### src/design/dsre_params.svh
// Offsets, field positions and reset values of the debug service block.
// Assumes inclusion by bare name from any file that needs them.
`ifndef DSRE_PARAMS_SVH
`define DSRE_PARAMS_SVH

// ****************************************************************
// Register word offsets
// ****************************************************************
`define DSRE_OFS_CTRL      6'h00
`define DSRE_OFS_STATUS_A  6'h01
`define DSRE_OFS_STATUS_B  6'h02

// ****************************************************************
// Field positions
// ****************************************************************
`define DSRE_CTRL_ERASE     1
`define DSRE_STA_DONE       0
`define DSRE_STA_CPU_HOLD   1
`define DSRE_STA_PROT_ERR   4
`define DSRE_STB_PROT       0
`define DSRE_STB_PROBE      1
`define DSRE_STB_HP_AVAIL   2
`define DSRE_STB_BUSY       3

// ****************************************************************
// Reset values
// ****************************************************************
`define DSRE_PIN_IDLE      1'h1
`define DSRE_RDATA_RESET   32'h0000_0000

`endif

### src/design/dsre_pkg.sv
// Types shared by the debug service block and its erase sequencer.
// Assumes nothing of its surroundings.
`default_nettype none

package dsre_pkg;

   // Chip-erase steps, walked strictly in this order.
   typedef enum logic [1:0] {
      ERASE_IDLE  = 2'b00,
      ERASE_RAM   = 2'b01,
      ERASE_FLASH = 2'b10,
      ERASE_LOCK  = 2'b11
   } dsre_erase_state_t;

endpackage

`default_nettype wire

### src/design/dsre_sync.sv
// Two-flop synchroniser for levels arriving from outside the clock domain.
// Assumes the input is a slow level; pulses shorter than a clock are lost.
`default_nettype none

module dsre_sync #(
   parameter int               WIDTH     = 1,
   parameter logic [WIDTH-1:0] RESET_VAL = '0
) (
   input  wire logic             clk,    // Block clock.
   input  wire logic             rst_b,  // Async reset, active low.
   input  wire logic [WIDTH-1:0] d,      // Asynchronous level.
   output logic      [WIDTH-1:0] q       // Synchronised level.
);

   logic [WIDTH-1:0] stage1;

   // The first stage feeds only the second, so metastability settles there.
   always_ff @(posedge clk or negedge rst_b) begin
      if (!rst_b) begin
         stage1 <= RESET_VAL;
         q      <= RESET_VAL;
      end else begin
         stage1 <= d;
         q      <= stage1;
      end
   end

endmodule

`default_nettype wire

### src/design/dsre_erase_seq.sv
// Chip-erase sequencer: volatile clear, flash array erase, lock row erase.
// Assumes each step_ack is a one-cycle pulse answering the raised request.
`default_nettype none

module dsre_erase_seq (
   input  wire logic clk,             // Block clock.
   input  wire logic rst_b,           // Async reset, active low.
   input  wire logic start,           // One-cycle start pulse.
   input  wire logic step_ack,        // Current step finished.
   output logic      ram_clear_req,   // Clear volatile memories.
   output logic      flash_erase_req, // Erase main flash array.
   output logic      lock_erase_req,  // Erase lock row.
   output logic      busy,            // Sequence in progress.
   output logic      finished         // One-cycle end pulse.
);

   dsre_pkg::dsre_erase_state_t state;
   dsre_pkg::dsre_erase_state_t next_state;

   // Steps advance only in the fixed order; no step is ever skipped.
   always_comb begin
      next_state = state;
      case (state)
         dsre_pkg::ERASE_IDLE: begin
            if (start) begin
               next_state = dsre_pkg::ERASE_RAM;
            end
         end
         dsre_pkg::ERASE_RAM: begin
            if (step_ack) begin
               next_state = dsre_pkg::ERASE_FLASH;
            end
         end
         dsre_pkg::ERASE_FLASH: begin
            if (step_ack) begin
               next_state = dsre_pkg::ERASE_LOCK;
            end
         end
         dsre_pkg::ERASE_LOCK: begin
            if (step_ack) begin
               next_state = dsre_pkg::ERASE_IDLE;
            end
         end
         default: begin
            next_state = dsre_pkg::ERASE_IDLE;
         end
      endcase
   end

   // Requests are registered from the next state so they track the state flop.
   // Auxiliary rows have no request at all, so they can never be erased here.
   always_ff @(posedge clk or negedge rst_b) begin
      if (!rst_b) begin
         state           <= dsre_pkg::ERASE_IDLE;
         ram_clear_req   <= 1'h0;
         flash_erase_req <= 1'h0;
         lock_erase_req  <= 1'h0;
         busy            <= 1'h0;
         finished        <= 1'h0;
      end else begin
         state           <= next_state;
         ram_clear_req   <= (next_state == dsre_pkg::ERASE_RAM);
         flash_erase_req <= (next_state == dsre_pkg::ERASE_FLASH);
         lock_erase_req  <= (next_state == dsre_pkg::ERASE_LOCK);
         busy            <= (next_state != dsre_pkg::ERASE_IDLE);
         finished        <= (state == dsre_pkg::ERASE_LOCK) && step_ack;
      end
   end

endmodule

`default_nettype wire

### src/design/dsre_service.sv
// Debug service block: reset extension, probe detection and chip-erase.
// Assumes an Avalon-MM master on clk and pins that are asynchronous to clk.
// Flash controller and access guard signals arrive on clk.
`include "dsre_params.svh"
`default_nettype none

// Function
// - Extend CPU reset when external reset releases with clock pin low.
// - Show cpu_hold_flag set while the CPU is held.
// - Writing one to cpu_hold_flag releases the CPU and clears it.
// - Writing zero to cpu_hold_flag changes nothing.
// - Release refused under security bit; sets protection_error_flag.
// - A reset extension request counts as a cold-plugged probe.
// - Hot-plug detector held in reset during power-on or external reset.
// - Outside reset, a falling clock pin edge detects a hot-plugged probe.
// - Pin reassignment or disabled pin select disables hot-plug until reset.
// - hot_plug_available reports current hot-plug availability.
// - Either detection sets probe_present_flag.
// - Security bit makes hot-plug unavailable; cold-plug remains.
// - No probe detection before power-on reset releases.
// - Writing one to erase_trigger starts chip-erase.
// - Chip-erase is ignored when access_guard write-protects the unit.
// - Erase clears volatile memory, then flash array, then lock row.
// - Chip-erase leaves auxiliary rows and user row untouched.
// - Done flag set when erase ends; debugger polls it.
// - access_guard does not protect debugger accesses or channel registers.
module dsre_service (
   input  wire logic        clk,             // Bus clock, 125 MHz.
   input  wire logic        rst_b,           // Power-on reset, async, low.
   input  wire logic        ext_reset_b,     // External reset pin, low.
   input  wire logic        swclk,           // Serial-wire clock pin.
   input  wire logic        security_bit,    // Flash security bit set.
   input  wire logic        swclk_is_debug,  // Clock pad on debug function.
   input  wire logic        pin_select_en,   // Pin function select enabled.
   input  wire logic        guard_lock,      // Write protect by guard.
   input  wire logic        step_ack,        // Erase step finished pulse.
   input  wire logic        dbg_access,      // Request from debugger.
   input  wire logic [7:0]  avs_address,     // Byte address.
   input  wire logic        avs_read,        // Read request.
   input  wire logic        avs_write,       // Write request.
   input  wire logic [31:0] avs_writedata,   // Write data.
   input  wire logic [3:0]  avs_byteenable,  // Byte lanes.
   output logic      [31:0] avs_readdata,    // Read data.
   output logic             avs_waitrequest, // Stall, active high.
   output logic             cpu_reset_hold,  // CPU kept in reset.
   output logic             ram_clear_req,   // Clear volatile memory.
   output logic             flash_erase_req, // Erase flash array.
   output logic             lock_erase_req   // Erase lock row.
);

   // ****************************************************************
   // Pin synchronisers
   // ****************************************************************

   logic ext_rst_s;
   logic ext_rst_d;
   logic swclk_s;
   logic swclk_d;

   // Reset value of the external reset path is "released", so leaving
   // power-on reset never fakes a release edge.
   dsre_sync #(
      .WIDTH     (1),
      .RESET_VAL (`DSRE_PIN_IDLE)
   ) u_sync_rst (
      .clk   (clk),
      .rst_b (rst_b),
      .d     (ext_reset_b),
      .q     (ext_rst_s)
   );

   // The clock pad is pulled up, so its idle value is high.
   dsre_sync #(
      .WIDTH     (1),
      .RESET_VAL (`DSRE_PIN_IDLE)
   ) u_sync_swclk (
      .clk   (clk),
      .rst_b (rst_b),
      .d     (swclk),
      .q     (swclk_s)
   );

   // ****************************************************************
   // Edge detection
   // ****************************************************************

   logic ext_in_reset;
   logic ext_release;
   logic swclk_fall;
   logic cold_plug;

   // Delayed copies of the synchronised pins for edge detection.
   always_ff @(posedge clk or negedge rst_b) begin
      if (!rst_b) begin
         ext_rst_d <= `DSRE_PIN_IDLE;
         swclk_d   <= `DSRE_PIN_IDLE;
      end else begin
         ext_rst_d <= ext_rst_s;
         swclk_d   <= swclk_s;
      end
   end

   // Nothing here runs before power-on reset is gone, as all flops are held.
   assign ext_in_reset = ~ext_rst_s;
   assign ext_release  = ext_rst_s & ~ext_rst_d;
   assign swclk_fall   = swclk_d & ~swclk_s;
   // Release must see the pin still low.
   assign cold_plug    = ext_release & ~swclk_s;

   // ****************************************************************
   // Avalon-MM handshake
   // ****************************************************************

   logic bus_req;
   logic bus_wr;
   logic bus_rd;
   logic wr_allowed;
   logic byte0;
   logic [5:0] word;

   assign bus_req = avs_read | avs_write;

   // Every access gets exactly one wait cycle, so timing never depends on
   // the register addressed.
   always_ff @(posedge clk or negedge rst_b) begin
      if (!rst_b) begin
         avs_waitrequest <= 1'h1;
      end else if (bus_req && avs_waitrequest) begin
         avs_waitrequest <= 1'h0;
      end else begin
         avs_waitrequest <= 1'h1;
      end
   end

   // A write acts on the edge where the master sees waitrequest low.
   assign bus_wr = avs_write & ~avs_waitrequest;
   // Read data load on the request edge.
   assign bus_rd = avs_read & avs_waitrequest;
   assign word   = avs_address[7:2];
   assign byte0  = avs_byteenable[0];

   // Debugger accesses bypass the guard; the internal side is locked out.
   // Guard covers erase and release.
   assign wr_allowed = dbg_access | ~guard_lock;

   // ****************************************************************
   // Write strobes
   // ****************************************************************

   logic wr_ctrl;
   logic wr_sta;
   logic erase_start;
   logic hold_release;
   logic hold_refused;
   logic protection_error_flag_clear;

   // Only byte lane zero carries control bits.
   assign wr_ctrl = bus_wr & byte0 & wr_allowed & (word == `DSRE_OFS_CTRL);
   assign wr_sta  = bus_wr & byte0 & wr_allowed & (word == `DSRE_OFS_STATUS_A);

   // ****************************************************************
   // Chip-erase
   // ****************************************************************

   logic erase_busy;
   logic erase_finished;
   logic done;

   // A start while a sequence runs is dropped rather than queued.
   assign erase_start = wr_ctrl & avs_writedata[`DSRE_CTRL_ERASE]
                        & ~erase_busy;

   dsre_erase_seq u_erase (
      .clk             (clk),
      .rst_b           (rst_b),
      .start           (erase_start),
      .step_ack        (step_ack),
      .ram_clear_req   (ram_clear_req),
      .flash_erase_req (flash_erase_req),
      .lock_erase_req  (lock_erase_req),
      .busy            (erase_busy),
      .finished        (erase_finished)
   );

   // Done is cleared by a new start and by either reset; completion wins.
   // Busy is already low at finished, so a start can land with it and done stays set.
   always_ff @(posedge clk or negedge rst_b) begin
      if (!rst_b) begin
         done <= 1'h0;
      end else if (erase_finished) begin
         done <= 1'h1;
      end else if (ext_in_reset || erase_start) begin
         done <= 1'h0;
      end
   end

   // ****************************************************************
   // CPU reset extension
   // ****************************************************************

   logic cpu_hold;
   logic prot_err;

   // Writing zero to the hold bit leaves everything alone.
   assign hold_release = wr_sta & avs_writedata[`DSRE_STA_CPU_HOLD];
   assign hold_refused = hold_release & security_bit;
   assign protection_error_flag_clear   = wr_sta & avs_writedata[`DSRE_STA_PROT_ERR];

   // Hold is taken at reset release with the clock pin low and dropped by an
   // accepted release write or by the external reset.
   always_ff @(posedge clk or negedge rst_b) begin
      if (!rst_b) begin
         cpu_hold <= 1'h0;
      end else if (ext_in_reset) begin
         cpu_hold <= 1'h0;
      end else if (cold_plug) begin
         cpu_hold <= 1'h1;
      end else if (hold_release && !security_bit) begin
         cpu_hold <= 1'h0;
      end
   end

   // Protection error is sticky; a refused release beats a clear.
   always_ff @(posedge clk or negedge rst_b) begin
      if (!rst_b) begin
         prot_err <= 1'h0;
      end else if (hold_refused) begin
         prot_err <= 1'h1;
      end else if (ext_in_reset || protection_error_flag_clear) begin
         prot_err <= 1'h0;
      end
   end

   // The CPU sits in reset through the external reset and the extension.
   // Cold plug is ORed in: the hold flag
   // rises an edge later, so no gap is left.
   always_ff @(posedge clk or negedge rst_b) begin
      if (!rst_b) begin
         cpu_reset_hold <= 1'h1;
      end else begin
         cpu_reset_hold <= ext_in_reset
                           | cold_plug
                           | cpu_hold;
      end
   end

   // ****************************************************************
   // Probe detection
   // ****************************************************************

   logic hp_lost;
   logic hp_avail;
   logic next_hp_avail;
   logic probe;

   // Once the pad leaves the debug function, hot-plug stays off until a
   // reset, even if software hands the pad back.
   always_ff @(posedge clk or negedge rst_b) begin
      if (!rst_b) begin
         hp_lost <= 1'h0;
      end else if (ext_in_reset) begin
         hp_lost <= 1'h0;
      end else if (!swclk_is_debug || !pin_select_en) begin
         hp_lost <= 1'h1;
      end
   end

   // Detector is off in reset and on a secured part.
   assign next_hp_avail = ~ext_in_reset
                          & ~hp_lost
                          & ~security_bit;

   always_ff @(posedge clk or negedge rst_b) begin
      if (!rst_b) begin
         hp_avail <= 1'h0;
      end else begin
         hp_avail <= next_hp_avail;
      end
   end

   // Both detection paths set the probe flag; only reset clears it.
   // A set beats a clear in one cycle.
   always_ff @(posedge clk or negedge rst_b) begin
      if (!rst_b) begin
         probe <= 1'h0;
      end else if (cold_plug) begin
         probe <= 1'h1;
      end else if (swclk_fall && hp_avail && next_hp_avail) begin
         probe <= 1'h1;
      end else if (ext_in_reset) begin
         probe <= 1'h0;
      end
   end

   // ****************************************************************
   // Read data
   // ****************************************************************

   logic [31:0] next_rdata;

   // Unmapped words and reserved bits read as zero.
   always_comb begin
      next_rdata = `DSRE_RDATA_RESET;
      case (word)
         `DSRE_OFS_STATUS_A: begin
            next_rdata[`DSRE_STA_DONE]     = done;
            next_rdata[`DSRE_STA_CPU_HOLD] = cpu_hold;
            next_rdata[`DSRE_STA_PROT_ERR] = prot_err;
         end
         `DSRE_OFS_STATUS_B: begin
            next_rdata[`DSRE_STB_PROT]     = security_bit;
            next_rdata[`DSRE_STB_PROBE]    = probe;
            next_rdata[`DSRE_STB_HP_AVAIL] = hp_avail;
            next_rdata[`DSRE_STB_BUSY]     = erase_busy;
         end
         default: begin
            next_rdata = `DSRE_RDATA_RESET;
         end
      endcase
   end

   // Read data is captured as the request arrives and held for the answer.
   always_ff @(posedge clk or negedge rst_b) begin
      if (!rst_b) begin
         avs_readdata <= `DSRE_RDATA_RESET;
      end else if (bus_rd) begin
         avs_readdata <= next_rdata;
      end
   end

endmodule

`default_nettype wire

### config.mk
export PLATFORM = sky130hd
export DESIGN_NAME = dsre_service
export DESIGN_NICKNAME = d
export VERILOG_FILES = /design/src/design/dsre_pkg.sv /design/src/design/dsre_sync.sv /design/src/design/dsre_erase_seq.sv /design/src/design/dsre_service.sv
export VERILOG_INCLUDE_DIRS = /design/src /design/src/design
export SDC_FILE = /design/constraint.sdc
export NUM_CORES = 1
export LEC_CHECK = 0
export BUFFER_PORTS_ARGS = -buffer_cell sky130_fd_sc_hd__buf_2
export CAP_MARGIN = 10
export CORE_MARGIN = 3
export CORE_UTILIZATION = 26
export CTS_CLUSTER_DIAMETER = 80
export CTS_CLUSTER_SIZE = 30
export DETAILED_ROUTE_END_ITERATION = 7
export MAX_ROUTING_LAYER = met4
export PLACE_DENSITY = 0.64
export SKIP_LAST_GASP = 1
export SLEW_MARGIN = 20
export SYNTH_ARGS = -nofsm -noshare
export SYNTH_HDL_FRONTEND = slang
export SYNTH_SLANG_ARGS = --single-unit
### constraint.sdc
create_clock -name clk -period 1.8 [get_ports clk]
set_input_delay 0.27 -clock clk [delete_from_list [all_inputs] [get_ports clk]]
set_output_delay 0.27 -clock clk [all_outputs]
set_load 0.03 [all_outputs]
After elaboration in Yosys (flattened, before gate mapping)
Index checks and enable logic that the tools add are counted.
- reduce and logical (&&, ||, !) cells: 16
- muxes and demuxes: 21
- equal/unequal tests: 11
- bitwise gates (word level): 28
- operators by type and width (kind ; number):
    $and 1x1->1 ; 16
    $mux 1 ; 14
    $mux 2 ; 5
    $eq 2x2->1 const B ; 4
    $not 1->1 ; 8
    $pmux 2 s4 ; 1
    $eq 6x1->1 const B ; 1
    $eq 6x2->1 const B ; 1
    $logic_not 6->1 ; 1
    $ne 3x3->1 const B ; 2
    $reduce_bool 2->1 ; 3
    $logic_and 1x1->1 ; 5
    $eq 2x1->1 const B ; 2
    $or 1x1->1 ; 4
    $pmux 2 s2 ; 1
    $logic_not 1->1 ; 3
    $logic_or 1x1->1 ; 3
    $logic_not 2->1 ; 1
    $ne 2x2->1 const B ; 1
- input bits: 56
- word-level logic and storage cells: 97
- register bits: 26

Longest topological paths before layout
- word-level depth: 10
- gate-level depth with buffers: 4
- mapped depth without buffers: 4

Hierarchy
From an unflattened synthesis, not the netlist that was laid out.
- cells, all modules: 113
- area total of the unflattened synthesis: 1207.4 um^2
- by module, submodules not included (module ; times used ; area each (um^2) ; cells an instance):
    dsre_service ; 1 ; 843.3 ; 86
    dsre_erase_seq ; 1 ; 259.0 ; 23
    dsre_sync ; 2 ; 52.6 ; 2

Worst setup path before layout
Ideal clock, no wire load.
- path type: input to register
- start point: input avs_address[5]
- end point: register done
- stages: 4
- path buffers: 0
- path slack: 0.391 ns
- data arrival time: 1.289 ns
- cell sequence: or4_4 > nor2_2 > nand3_1 > a31o_1
- cells in the longest elaborated chain, start to end: 6
- ends and longest elaborated chain (what ; line ; text):
    start: declaration ; dsre_service.sv:38 ; input wire logic [7:0] avs_address,
    $logic_not 6->1 (no source line) ; - ;
    $and 1x1->1 ; dsre_service.sv:158 ; assign wr_ctrl = bus_wr & byte0 & wr_allowed & (word == `DSRE_OFS_CTRL);
    $and 1x1->1 (2 in series) ; dsre_service.sv:170 ; assign erase_start = wr_ctrl & avs_writedata[`DSRE_CTRL_ERASE]
    $logic_or 1x1->1 ; dsre_service.sv:192 ; end else if (ext_in_reset || erase_start) begin
    $reduce_bool 2->1 (no source line) ; - ;
    end signal: assignment ; dsre_service.sv:189 ; done <= 1'h0;
    end signal: assignment ; dsre_service.sv:191 ; done <= 1'h1;
    end signal: assignment ; dsre_service.sv:193 ; done <= 1'h0;
    end: declaration ; dsre_service.sv:167 ; logic done;
No other way between the ends.
A chain may end at the register's enable or synchronous reset.

Final worst setup path
- start point: register avs_waitrequest
- end point: register done
- cells in the longest elaborated chain, start to end: 9
- ends and longest elaborated chain (what ; line ; text):
    start: declaration ; dsre_service.sv:44 ; output logic avs_waitrequest,
    start signal: assignment ; dsre_service.sv:127 ; avs_waitrequest <= 1'h1;
    start signal: assignment ; dsre_service.sv:129 ; avs_waitrequest <= 1'h0;
    start signal: assignment ; dsre_service.sv:131 ; avs_waitrequest <= 1'h1;
    $not 1->1 ; dsre_service.sv:136 ; assign bus_wr = avs_write & ~avs_waitrequest;
    $and 1x1->1 ; dsre_service.sv:136 ;
    $and 1x1->1 (3 in series) ; dsre_service.sv:158 ;
    $and 1x1->1 (2 in series) ; dsre_service.sv:170 ;
    $logic_or 1x1->1 ; dsre_service.sv:192 ;
    $reduce_bool 2->1 (no source line) ; - ;
No other way between the ends.

==> results.tsv <==
stage	metric	value	unit
timing	fmax	763	MHz
cts	cts_tree	built	
timing	period_needed	1310	ps
cts	cts_resized	0	
route	viasPerCell	4.07	
critical_path	path_class	reg2reg	
grt	grt_pass1_vias	725	
power_and_ir_drop	irDropWorstVdd	0.000321	V
logic_synthesis	synth_ff_type	dfrtp_1	
final_layout	stdcell_area	1370	sq um
power_and_ir_drop	pwr-share-comb	24.2	%
route	detailedRoute.firstPassIterationCount	3	
grt	grt_max_degree	27	
status	run_status	complete, but fails checks	
logic_synthesis	synth-async-reset-ratio	100	%
final_layout	largest_reg_flops	5	
logic_synthesis	synth_area_leaders	dfrtp_1 37%, dfstp_2 17%, buf_4 17%	
critical_path	critPathRequiredTime	1960	ps
power_and_ir_drop	clock_power_share	22.2	%
status	failed_checks	hold timing	
power_and_ir_drop	sw_frac_of_total	32.6	%
flow_run	maxCapViolations	0	
cts	clk_path_buf_depth	2	
floorplanning	ios	93	
grt	grt_pass1_wl	3.17	mm
logic_synthesis	ys_ff_latch	26	
cts	cts_root_buf	clkbuf_8	
logic_synthesis	synth-edff-count	0	
timing	slew_headroom	62.5	%
final_layout	drive_above_1_share	32.9	%
logic_synthesis	synthTopCellsByCount	27 x buf_4, 18 x dfrtp_1, 14 x nand2_1, 8 x dfstp_2	
logic_synthesis	syn_area_per_cell	11.0	sq um
power_and_ir_drop	power.internal	946	uW
power_and_ir_drop	seq_power_share	53.7	%
logic_synthesis	yosysSeqAreaShare	54.3	%
floorplanning	std_cell_rows	24	
cts	clkTransAtPathRegs	80	ps
final_layout	antennaDiodeCount	0	
floorplanning	dieWidth	74.4	microns
final_layout	top_regs	avs_readdata: 5 flops, u_erase.state: 2 flops	
critical_path	worstPathMaxFanout	5	
route	vias	793	
route	ant_nets	0	
power_and_ir_drop	p_total	1.40	mW
timing	slew_viol_final	0	
grt	overflow	0	
cts	post_cts_buffers	0	
power_and_ir_drop	power.leakage	0.663	nW
place	gp_congestion	0.752	
critical_path	worst-path-buf-inv	0	
logic_synthesis	yosysUniqueCellTypes	29	
timing	fin_skew	1.71	ps
critical_path	crit_arrival	1470	ps
grt	antenna_found_initial	0	
place	portBuffers	30	
logic_synthesis	netlist_instances	111	
place	placed_area	1330	sq um
critical_path	regToRegSetupSlack	490	ps
cts	insertion_delay	260	ps
route	drc_errors	0	
route	wl_per_cell	10.1	microns
critical_path	path_delay_family	simple AND/OR/NAND/NOR gates	
critical_path	end_kind	flop	
power_and_ir_drop	powerDensity	1020	nW/um^2
cts	cts_buffers	3	
cts	clock-sinks	26	
power_and_ir_drop	p_sw	457	uW
logic_synthesis	synth_top_cell_area_share	37.0	%
floorplanning	fp.coreArea	4440	sq um
timing	tightest_slew	563	ps
grt	grt.total_usage	7.88	%
logic_synthesis	netlist_area	1220	sq um
timing	hold_viol_final	18	
final_layout	largest-register	avs_readdata	
floorplanning	start_util	27.4	%
final_layout	nets	201	
logic_synthesis	yosysMostFrequentCell	buf_4	
floorplanning	die_h	74.4	microns
timing	tns	0	ps
logic_synthesis	ys.warnings.count	0	
timing	min_period_over_period	72.8	%
cts	cts_hold_buffers	0	
critical_path	crit_path_cell_trace	nand4b_1 -> nor2_1 -> nand3_1 -> a31o_1	
logic_synthesis	synth_largest_area_cell	dfrtp_1	
critical_path	max_stage_delay	390	ps
min_path	hold_path.class	in2async	
route	drtIter0Drc	40	
critical_path	start_kind	flop	
route	wl	1.98	mm
place	dp_hpwl	1.60	mm
timing	rsz0062_at_grt	false	
final_layout	fill_cells	470	
cts	htreeDepth	1	
timing	hold_ws	-9.48	ps
floorplanning	die_area	5540	sq um
critical_path	cp_slowest_cell	dfstp_2	
timing	setup_violations	0	
final_layout	areaGrowthSynthToFinish	12.4	%
metrics by stage:
stage	util, %	hold WS [ps]	std cells	setup slack [ps]
final	30.8	-9.48	195	490
after global routing	30.8	36.9	195	396
after CTS	30.8	10.9	195	462
after detailed placement	29.9	306	192	221
after global placement	29.9	295	192	224
after floorplan	-	-25.6	137	391
worst reg2reg max path, stage by stage, from the launching register on:
cell,delay (ps)
dfstp_2,390
nand4b_1,160
nor2_1,230
nand3_1,180
a31o_1,240
layout make-up:
class,count,area [sq um],area share [%]
Sequential cell,26,661,48.3
Timing Repair Buffer,30,150,11.0
Clock buffer,3,41.3,3.02
Tap cell,52,65.1,4.75
Multi-Input combinational cell,84,452,33.0
cell families (layout without fill, tap and decap cells):
| group | count (synthesis) | in the layout | synth area share [%] |
|---|---|---|---|
| other cells | 1 | 27 | 0.308 |
| xor+xnor | 1 | 1 | 0.720 |
| buf+inv | 27 | 33 | 16.6 |
| simple gates | 36 | 36 | 17.9 |
| compound gates | 20 | 20 | 10.2 |
| flops | 26 | 26 | 54.3 |
cell usage in the layout (no fill, tap or decap), types with 2 or more instances in the layout:
cell type and instances:
a21oi_1 3, a22oi_1 2, a31o_1 2, buf_2 30, clkbuf_8 3, conb_1 27
dfrtp_1 18, dfstp_2 8, nand2_1 14, nand2b_1 3, nand4b_1 3, nor2_1 4
o21a_1 2, o21ai_0 4, o21ai_1 4, or3b_2 2
worst paths after layout:
check	startpoint	to	depth (start not counted)
worst max register to register	avs_waitrequest	done	4
max in group asynchronous	rst_b	cpu_reset_hold	1
worst max-delay path	avs_waitrequest	done	4
worst min register to register	u_sync_swclk.stage1	u_sync_swclk.q	0
worst min-delay path	rst_b	u_erase.state[1]	1
min in group clk	ext_reset_b	u_sync_rst.stage1	1
power by group through the flow:
stage	registers (mW)	clock network (mW)	logic (mW)
after floorplan	0.816	0	0.236
after global placement	0.762	0	0.339
after detailed placement	0.766	0	0.342
after CTS	0.755	0.335	0.343
after global routing	0.766	0.351	0.370
final	0.753	0.311	0.339
metal layers:
layer	GRT usage (%)	routed length [microns]	vias to the layer above	share of wire [%]
met2	12.0	960	30	49
met5	-	0	-	0
met3	2.84	171	4	8.7
met4	3.56	33	0	1.7
li1	-	-	389	-
met1	9.30	810	370	41
No activity file was read; power rests on OpenSTA's default activity.
